==> config.mk <==
export PLATFORM = sky130hd
export DESIGN_NAME = pmrc_top
export DESIGN_NICKNAME = d
export VERILOG_FILES = /design/src/design/pmrc_pkg.sv /design/src/design/pmrc_top.sv /design/src/design/pmrc_edge_sync.sv
export SDC_FILE = /design/constraint.sdc
export NUM_CORES = 1
export LEC_CHECK = 0
export BUFFER_PORTS_ARGS = -buffer_cell sky130_fd_sc_hd__buf_2
export CORE_UTILIZATION = 40
export DETAILED_ROUTE_END_ITERATION = 8
export GPL_TIMING_DRIVEN = 0
export HOLD_SLACK_MARGIN = 0.03
export PLACE_DENSITY_LB_ADDON = 0.25
export SLEW_MARGIN = 20
export SYNTH_ARGS = -nofsm -noshare
export SYNTH_HDL_FRONTEND = slang
export SYNTH_SLANG_ARGS = --single-unit
==> constraint.sdc <==
create_clock -name pclk -period 1.93 [get_ports pclk]
set_input_delay 0 -clock pclk [delete_from_list [all_inputs] [get_ports pclk]]
set_output_delay 0 -clock pclk [all_outputs]
set_load 0.02 [all_outputs]
==> src/design/pmrc_pkg.sv <==
package pmrc_pkg;

    // ************************************************************
    // Register map
    // ************************************************************
    localparam logic [11:0] PMRC_CTRL_OFS   = 12'h000;
    localparam logic [11:0] PMRC_STATUS_OFS = 12'h004;
    localparam logic [11:0] PMRC_WKCFG_OFS  = 12'h008;
    localparam logic [11:0] PMRC_WKSRC_OFS  = 12'h00C;

    // ************************************************************
    // Control fields
    // ************************************************************
    localparam int CTRL_REQ_LSB   = 0;
    localparam int CTRL_OVD_BIT   = 2;
    localparam int CTRL_LPR_BIT   = 3;
    localparam int CTRL_UDR_BIT   = 4;
    localparam int CTRL_BKSRAM_BIT = 5;
    localparam logic [31:0] CTRL_RESET   = 32'h0000_0000;
    localparam logic [31:0] WKCFG_RESET  = 32'h0000_0000;

    // ************************************************************
    // Wakeup counts
    // ************************************************************
    localparam int PMRC_EXT_LINES = 16;
    localparam int PMRC_WK_PINS   = 6;
    localparam int PMRC_RTC_EVTS  = 4;
    localparam int PMRC_OTH_EVTS  = 3;

    typedef enum logic [1:0] {
        PMRC_REQ_NONE,
        PMRC_REQ_SLEEP,
        PMRC_REQ_STOP,
        PMRC_REQ_STANDBY
    } pmrc_req_t;

    typedef enum logic [2:0] {
        PMRC_REG_MAIN,
        PMRC_REG_LOWPWR,
        PMRC_REG_PWRDN,
        PMRC_REG_OFF
    } pmrc_reg_t;

endpackage

==> src/design/pmrc_top.sv <==
`timescale 1ns/100ps
// What this block does
// - Regulator modes: main, low-power, power-down, and off with external supply.
// - Bypass pin low keeps regulator enabled; high disables it.
// - Run and Sleep use main regulator normal; over-drive only when software enables.
// - Stop picks main or low-power regulator, normal or under-drive.
// - Power-down only on Standby entry; contents lost.
// - Bypassed regulator refuses over-drive and under-drive.
// - Bypassed: core reset pin resets uncovered core part, never general I/O.
// - Core reset pin low blocks debug under power-on reset.
// - Sleep halts only processor; any peripheral interrupt or event returns Run.
// - Stop halts core clocks, PLL and fast oscillators; contents kept.
// - Any external event line wakes from Stop.
// - Standby powers off regulator, core, PLL, oscillators; backup kept.
// - Standby left on resets, wakeup pin edges or RTC events.
// - Standby unavailable while regulator bypassed.
module pmrc_top
    import pmrc_pkg::*;
#(
    parameter int N_LINES = PMRC_EXT_LINES,
    parameter int N_WKPIN = PMRC_WK_PINS
) (
    input  wire logic                pclk,
    input  wire logic                presetn,
    input  wire logic                clk_en,
    input  wire logic                psel,
    input  wire logic                penable,
    input  wire logic                pwrite,
    input  wire logic [11:0]         paddr,
    input  wire logic [31:0]         pwdata,
    output logic      [31:0]         prdata,
    output logic                     pready,
    output logic                     pslverr,
    input  wire logic                bypass_pin,
    input  wire logic                core_domain_reset_pin,
    input  wire logic                external_reset_pin,
    input  wire logic                independent_watchdog,
    input  wire logic [N_WKPIN-1:0]  wakeup_pin,
    input  wire logic [N_LINES-1:0]  external_event_line,
    input  wire logic                voltage_detector_output,
    input  wire logic [3:0]          rtc_event,
    input  wire logic                usb_wakeup,
    input  wire logic                low_power_timer,
    input  wire logic                periph_irq,
    output logic                     cpu_halt,
    output logic                     core_clk_gate,
    output logic                     pll_en,
    output logic                     internal_fast_oscillator_en,
    output logic                     external_fast_oscillator_en,
    output logic                     main_regulator_en,
    output logic                     low_power_regulator_en,
    output logic                     reg_overdrive,
    output logic                     reg_underdrive,
    output logic                     reg_powerdown,
    output logic                     core_power_en,
    output logic                     retain_contents,
    output logic                     backup_sram_keep,
    output logic                     core_part_reset_n,
    output logic                     debug_por_allowed,
    output logic                     standby_reset_req
);

    // ************************************************************
    // Pin synchronisers
    // ************************************************************
    localparam int NS = N_LINES + N_WKPIN + 11;
    logic [NS-1:0] raw_in;
    logic [NS-1:0] lvl;
    logic [NS-1:0] edg;

    assign raw_in = {bypass_pin, core_domain_reset_pin, external_reset_pin,
                     independent_watchdog, voltage_detector_output,
                     rtc_event, usb_wakeup, low_power_timer,
                     wakeup_pin, external_event_line};

    pmrc_edge_sync #(.W(NS)) u_sync (
        .pclk      (pclk),
        .presetn   (presetn),
        .ce        (clk_en),
        .async_in  (raw_in),
        .level_out (lvl),
        .edge_out  (edg)
    );

    logic [N_LINES-1:0] line_s;
    logic [N_WKPIN-1:0] wkpin_e;
    logic               lptim_s;
    logic               usb_s;
    logic [3:0]         rtc_s;
    logic               pvd_s;
    logic               wdg_s;
    logic               xrst_s;
    logic               crst_s;
    logic               bypass_s;

    assign line_s   = lvl[N_LINES-1:0];
    assign wkpin_e  = edg[N_LINES +: N_WKPIN];
    assign lptim_s  = lvl[N_LINES+N_WKPIN];
    assign usb_s    = lvl[N_LINES+N_WKPIN+1];
    assign rtc_s    = lvl[N_LINES+N_WKPIN+2 +: 4];
    assign pvd_s    = lvl[N_LINES+N_WKPIN+6];
    assign wdg_s    = lvl[N_LINES+N_WKPIN+7];
    assign xrst_s   = lvl[N_LINES+N_WKPIN+8];
    assign crst_s   = lvl[N_LINES+N_WKPIN+9];
    assign bypass_s = lvl[N_LINES+N_WKPIN+10];

    // ************************************************************
    // Registers and state
    // ************************************************************
    typedef enum logic [1:0] {
        PMRC_RUN,
        PMRC_SLEEP,
        PMRC_STOP,
        PMRC_STANDBY
    } pmrc_mode_t;

    pmrc_mode_t  mode_q;
    logic [31:0] ctrl_q;
    logic [31:0] wkcfg_q;
    logic [3:0]  wksrc_q;
    logic        apb_wr;
    logic        ovd_ok;
    logic        udr_ok;
    logic [1:0]  req;
    logic        stop_wake;
    logic        stby_wake;
    logic        sleep_wake;
    logic        stby_ok;

    function automatic logic addr_ok(input logic [11:0] a);
        addr_ok = (a == PMRC_CTRL_OFS) || (a == PMRC_STATUS_OFS) ||
                  (a == PMRC_WKCFG_OFS) || (a == PMRC_WKSRC_OFS);
    endfunction

    assign apb_wr = psel && penable && pwrite && addr_ok(paddr);
    assign req    = ctrl_q[CTRL_REQ_LSB +: 2];

    // A bypassed regulator has no internal scaling to push or pull.
    assign ovd_ok = ctrl_q[CTRL_OVD_BIT] && !bypass_s;
    assign udr_ok = ctrl_q[CTRL_UDR_BIT] && !bypass_s;
    assign stby_ok = !bypass_s;

    assign stop_wake  = (|line_s) || pvd_s || (|rtc_s) || usb_s ||
                        lptim_s;
    assign stby_wake  = !xrst_s || wdg_s || (|wkpin_e) || (|rtc_s);
    assign sleep_wake = periph_irq || stop_wake;

    always_ff @(posedge pclk or negedge presetn) begin
        if (!presetn) begin
            ctrl_q  <= CTRL_RESET;
            wkcfg_q <= WKCFG_RESET;
        end else if (clk_en) begin
            if (apb_wr && paddr == PMRC_CTRL_OFS) begin
                ctrl_q <= pwdata;
            end else if (mode_q != PMRC_RUN) begin
                // The request is consumed once the mode is entered.
                ctrl_q[CTRL_REQ_LSB +: 2] <= PMRC_REQ_NONE;
            end
            if (apb_wr && paddr == PMRC_WKCFG_OFS) begin
                wkcfg_q <= pwdata;
            end
        end
    end

    // Requests are taken only in Run, so one mode is ever current.
    always_ff @(posedge pclk or negedge presetn) begin
        if (!presetn) begin
            mode_q <= PMRC_RUN;
        end else if (clk_en) begin
            case (mode_q)
                PMRC_RUN: begin
                    case (req)
                        PMRC_REQ_SLEEP:   mode_q <= PMRC_SLEEP;
                        PMRC_REQ_STOP:    mode_q <= PMRC_STOP;
                        PMRC_REQ_STANDBY: begin
                            if (stby_ok) begin
                                mode_q <= PMRC_STANDBY;
                            end
                        end
                        default:          mode_q <= PMRC_RUN;
                    endcase
                end
                PMRC_SLEEP: begin
                    if (sleep_wake) begin
                        mode_q <= PMRC_RUN;
                    end
                end
                PMRC_STOP: begin
                    if (stop_wake) begin
                        mode_q <= PMRC_RUN;
                    end
                end
                PMRC_STANDBY: begin
                    if (stby_wake) begin
                        mode_q <= PMRC_RUN;
                    end
                end
                default: mode_q <= PMRC_RUN;
            endcase
        end
    end

    // Wake source record: set wins over a software clear.
    always_ff @(posedge pclk or negedge presetn) begin
        if (!presetn) begin
            wksrc_q <= 4'h0;
        end else if (clk_en) begin
            for (int i = 0; i < 4; i++) begin
                if (apb_wr && paddr == PMRC_WKSRC_OFS && pwdata[i]) begin
                    wksrc_q[i] <= 1'b0;
                end
            end
            if (mode_q == PMRC_SLEEP && sleep_wake) begin
                wksrc_q[0] <= 1'b1;
            end
            if (mode_q == PMRC_STOP && stop_wake) begin
                wksrc_q[1] <= 1'b1;
            end
            if (mode_q == PMRC_STANDBY && stby_wake) begin
                wksrc_q[2] <= 1'b1;
            end
            if (mode_q == PMRC_RUN && req == PMRC_REQ_STANDBY &&
                !stby_ok) begin
                wksrc_q[3] <= 1'b1;
            end
        end
    end

    // ************************************************************
    // Power outputs
    // ************************************************************
    always_ff @(posedge pclk or negedge presetn) begin
        if (!presetn) begin
            cpu_halt                    <= 1'b0;
            core_clk_gate               <= 1'b0;
            pll_en                      <= 1'b1;
            internal_fast_oscillator_en <= 1'b1;
            external_fast_oscillator_en <= 1'b1;
            main_regulator_en           <= 1'b1;
            low_power_regulator_en      <= 1'b0;
            reg_overdrive               <= 1'b0;
            reg_underdrive              <= 1'b0;
            reg_powerdown               <= 1'b0;
            core_power_en               <= 1'b1;
            retain_contents             <= 1'b1;
            backup_sram_keep            <= 1'b0;
            core_part_reset_n           <= 1'b0;
            debug_por_allowed           <= 1'b0;
            standby_reset_req           <= 1'b0;
        end else if (clk_en) begin
            cpu_halt      <= (mode_q != PMRC_RUN);
            core_clk_gate <= (mode_q == PMRC_STOP) ||
                             (mode_q == PMRC_STANDBY);
            pll_en        <= (mode_q == PMRC_RUN) ||
                             (mode_q == PMRC_SLEEP);
            internal_fast_oscillator_en <= (mode_q == PMRC_RUN) ||
                                           (mode_q == PMRC_SLEEP);
            external_fast_oscillator_en <= (mode_q == PMRC_RUN) ||
                                           (mode_q == PMRC_SLEEP);
            // Off state: core supply comes from outside.
            main_regulator_en <= !bypass_s && (mode_q != PMRC_STANDBY) &&
                !(mode_q == PMRC_STOP && ctrl_q[CTRL_LPR_BIT]);
            low_power_regulator_en <= !bypass_s && (mode_q == PMRC_STOP) &&
                ctrl_q[CTRL_LPR_BIT];
            reg_overdrive  <= ovd_ok && ((mode_q == PMRC_RUN) ||
                              (mode_q == PMRC_SLEEP));
            reg_underdrive <= udr_ok && (mode_q == PMRC_STOP);
            reg_powerdown  <= (mode_q == PMRC_STANDBY);
            core_power_en  <= (mode_q != PMRC_STANDBY);
            retain_contents <= (mode_q != PMRC_STANDBY);
            backup_sram_keep <= ctrl_q[CTRL_BKSRAM_BIT];
            // The pin resets the core part only while bypassed; otherwise core_part_reset_n is held high, but the pin still gates debug_por_allowed.
            core_part_reset_n <= bypass_s ? crst_s : 1'b1;
            debug_por_allowed <= crst_s;
            standby_reset_req <= (mode_q == PMRC_STANDBY) &&
                                 stby_wake;
        end
    end

    // ************************************************************
    // APB read and response
    // ************************************************************
    always_ff @(posedge pclk or negedge presetn) begin
        if (!presetn) begin
            prdata  <= 32'h0000_0000;
            pready  <= 1'b0;
            pslverr <= 1'b0;
        end else if (clk_en) begin
            pready  <= psel && !penable;
            pslverr <= psel && !penable && !addr_ok(paddr);
            if (psel && !penable && !pwrite) begin
                case (paddr)
                    PMRC_CTRL_OFS:   prdata <= ctrl_q;
                    PMRC_STATUS_OFS: prdata <= {24'h000000, bypass_s,
                        reg_powerdown, reg_underdrive, reg_overdrive,
                        low_power_regulator_en, main_regulator_en,
                        2'(mode_q)};
                    PMRC_WKCFG_OFS:  prdata <= wkcfg_q;
                    PMRC_WKSRC_OFS:  prdata <= {28'h0000000, wksrc_q};
                    default:         prdata <= 32'h0000_0000;
                endcase
            end
        end
    end

endmodule

==> src/design/pmrc_edge_sync.sv <==
`timescale 1ns/100ps
module pmrc_edge_sync
    import pmrc_pkg::*;
#(
    parameter int W = 1
) (
    input  wire logic         pclk,
    input  wire logic         presetn,
    input  wire logic         ce,
    input  wire logic [W-1:0] async_in,
    output logic      [W-1:0] level_out,
    output logic      [W-1:0] edge_out
);
    // The first stage is read only by the second stage.
    logic [W-1:0] meta_q;
    logic [W-1:0] sync_q;
    logic [W-1:0] prev_q;

    always_ff @(posedge pclk or negedge presetn) begin
        if (!presetn) begin
            meta_q <= '0;
            sync_q <= '0;
            prev_q <= '0;
        end else if (ce) begin
            meta_q <= async_in;
            sync_q <= meta_q;
            prev_q <= sync_q;
        end
    end

    assign level_out = sync_q;
    assign edge_out  = sync_q ^ prev_q;
endmodule

==> impl_results.md <==
* Outcome: finished, final reports clean
* Worst EP arrival at 2.12 ns
* Clock H-tree levels at 4
* Worst setup EP type: register
* Sequential share of the synthesized area at 60.0%
* Leakage at 4.91 nW
* Power per cell area at 840 nW/um2
* Mean Syn Cell Area at 14.0 um2
* First-pass iteration count of the detailed router at 4
* Setup crit end: prdata[0]
* Clk_skew at 0.0115 ns
* Final setup viols at 0
* Worst path bufs/invs at 1
* #FFs+latches synth at 189
* GRT Util Overall at 18.8%
* Worst path depth at 4
* Worst path max stage delay at 0.55 ns
* Largest delay share family, worst path: buffers and inverters
* Routed vias at 5,282
* Switch share at 22.2%
* Final net count at 871
* Placer Congestion at 0.791
* CTS root buffer: clkbuf_16
* Routed Wire Length at 17,900 um
* Drt wl/cell at 16.9 um
* CTS sink count at 189
* Max Freq at 546 MHz
* Fin worst setup slack at 0.100 ns
* Initial Utilization at 41.5%
* Rows at 50
* CTS tree: built
* HPWL Detailed at 12,600 um
* GRT Residual Overflow at 0
* Crit-path cells: mux4_2 > nand4_1 > dlygate4sd3_1 > o21ai_0
* Fin crit period at 1.83 ns
* Final core occ at 54.0%
* Clock share of power at 40.9%
* Final hold vios at 0
* Slew margin rel. at 44.4%
* Async SR Flop Fraction at 100%
* Critical Path Source: mode_q[0]
* # IOs at 134
* Clock transition at the registers of the reported paths at 0.06 ns
* Slew @ Worst Pin at 0.834 ns
* Max_cap viols at 0
* Clock buffer depth at 2
* I/O Buffers at 131
* Mean number of vias per cell at 4.98
* Synth Flop Type: dfrtp_1
* Post-Synthesis Cells at 562
* Die width at 142 um
* Synth unique cells at 43
* Syn Nets at 646
* Pre-CTS worst setup slack at -0.398 ns
* Min-Delay Path Class: in -> async
* Syn Std Cell Area at 7890 um2
* Worst reg-to-reg path cell count at 4
* Vias in the first global route at 5,598
* Max VDD drop at 0.000558 V
* Worst r2r src: mode_q[0]
* ANT cells at 0
* Reg2reg end: prdata[0]
* P_int at 6.72 mW
* DR DRC count at 0
* Post-synth EDFFs at 0
* Sw power at 1.91 mW
* Post-Layout Cell Count at 1,060
* Worst-Skew Late Latency at 0.43 ns
* Worst-path fanout max at 9
* Die Ht at 142 um
* Final hold slack at 0.0690 ns
* Period utilisation layout at 94.8%
* Slew Limit Fails at 0
* Unrepaired setup endpoints after global routing: no
* Fillers at 1,627
* Area delta synth->final at 30.4%
* Register area at 4730 um2
* Required time worst endpoint at 2.22 ns
* Critical path type: reg -> reg
* TritonCTS Buffers at 17
* Share of layout cells above drive strength 1 at 39.3%
* Syn. warnings at 0
* Post-route ant nets at 0
* Reg2reg setup slack at 0.1 ns
* Worst setup SP type: register
* Critical path's slowest cell: dlygate4sd3_1
* Total core area at 19,000 um2
* Logic pwr share at 9.0%
* Part of the power in registers at 50.1%
* Initial antenna violation count at 0
* First-pass GRT wire length at 29,000 um
* Multi-input gate area at 2950 um2
* Post-Place Cells at 955
* Full die area at 20,300 um2
* Detailed Route Iter0 Violations at 247
* Largest net degree at the start of global routing at 82
## cell families (layout without fill, tap and decap cells)
family / count (synthesis) / count (layout) / synth area share [%]
AOI/OAI and AO/OA: 62 / 62 / 4.84
muxes: 172 / 172 / 26.0
DFF: 189 / 189 / 60.0
xor gates and xnor gates: 6 / 6 / 0.666
and+or+nand+nor: 85 / 85 / 5.65
buffers and inverters: 48 / 286 / 2.82
## cells in the final DEF, fill, tap and decap left out, drive strengths merged, types with 6 or more instances in the layout
cell	count
nor2	11
o31ai	8
nor4	8
o21ai	35
xnor2	6
mux2i	30
nand2	41
dfrtp	186
clkbuf	41
mux2	138
inv	12
dlygate4sd3	73
nand4	11
buf	153
## area by class of cell
class	instances	share of cell area, %
sequential	189	46.0
multi-input combinational	325	28.7
timing repair buffer	207	14.2
clock buffer	26	4.66
tap	260	3.16
buffer	34	1.68
clock inverter	6	1.08
inverter	13	0.475
## state kept, by name (all words and copies together) (netlist names), 2 cells and up
name,flops
u_sync.level_out,33
ctrl_q,32
u_sync.meta_q,33
wkcfg_q,32
mode_q,2
prdata,32
u_sync.prev_q,6
wksrc_q,4
## per-stage QoR
stage	total power, mW	area [um2]	TNS [ns]
3_5_place_dp	5.06	8930	-7.75
3_3_place_gp	5.01	8870	-375.71
2_1_floorplan	4.73	7890	0
4_1_cts	8.75	10300	0
6_report	8.64	10300	0
5_1_grt	9.01	10300	0
## synth_stat cells (2+ instances only)
| master | n | area, um2 |
|---|---|---|
| dfrtp_1 | 186 | 4650 |
| mux2_2 | 100 | 1130 |
| nand2_1 | 41 | 154 |
| mux2i_1 | 30 | 300 |
| o21ai_0 | 30 | 150 |
| mux2_4 | 28 | 420 |
| clkbuf_1 | 15 | 56.3 |
| inv_1 | 12 | 45.0 |
| nand4_1 | 11 | 68.8 |
| nor2_1 | 11 | 41.3 |
| mux2_1 | 10 | 113 |
| o31ai_1 | 8 | 60.1 |
| buf_1 | 7 | 26.3 |
| buf_2 | 7 | 35.0 |
| xnor2_1 | 6 | 52.6 |
| nor4_1 | 5 | 31.3 |
| o21ai_1 | 5 | 25.0 |
| a21oi_1 | 4 | 20.0 |
| mux4_2 | 4 | 90.1 |
| or3_1 | 4 | 25.0 |
| buf_4 | 3 | 22.5 |
| buf_6 | 3 | 33.8 |
| dfstp_2 | 3 | 78.8 |
| nor4_4 | 3 | 63.8 |
| o2bb2ai_1 | 3 | 26.3 |
| nand3_1 | 2 | 10.0 |
| nor2b_1 | 2 | 12.5 |
| nor3_1 | 2 | 10.0 |
| o2111ai_1 | 2 | 17.5 |
| or4_1 | 2 | 15.0 |
## routing by layer
metal | vias to the layer above | share of wire (%) | global-route usage, %
met4 | 0 | 1.6 | 6.62
met5 | - | 0 | 0
met1 | 2674 | 45 | 23.5
li1 | 2448 | - | -
met2 | 138 | 48 | 31.4
met3 | 22 | 5.4 | 4.81
## power groups by stage
stage | combinational (mW) | sequential, mW | clock, mW
finish | 0.778 | 4.32 | 3.53
global route | 0.857 | 4.35 | 3.80
CTS | 0.787 | 4.33 | 3.63
detailed placement | 0.671 | 4.39 | 0
global placement | 0.625 | 4.38 | 0
floorplan | 0.368 | 4.36 | 0
## worst min-delay path by stage
stage                        from                 to  slack [ns]  cells past startpoint
floorplan                 presetn   backup_sram_keep       -0.30                      0
global placement    wakeup_pin[1]  u_sync.meta_q[17]        0.23                      2
detailed placement        presetn         ctrl_q[25]       -0.08                      1
CTS                       presetn         ctrl_q[25]        0.06                      2
global route              presetn         ctrl_q[25]        0.08                      2
finish                    presetn         ctrl_q[25]        0.07                      2
## what timing repair did
action	in CTS	in global routing
pin swaps	1	0
gates resized for setup	2	6
hold buffers	72	1
cloned	0	0
hold endpoints to repair	293	4
setup endpoints to repair	4	22
buffers inserted	1	0
(Power assumes the default switching activity.)
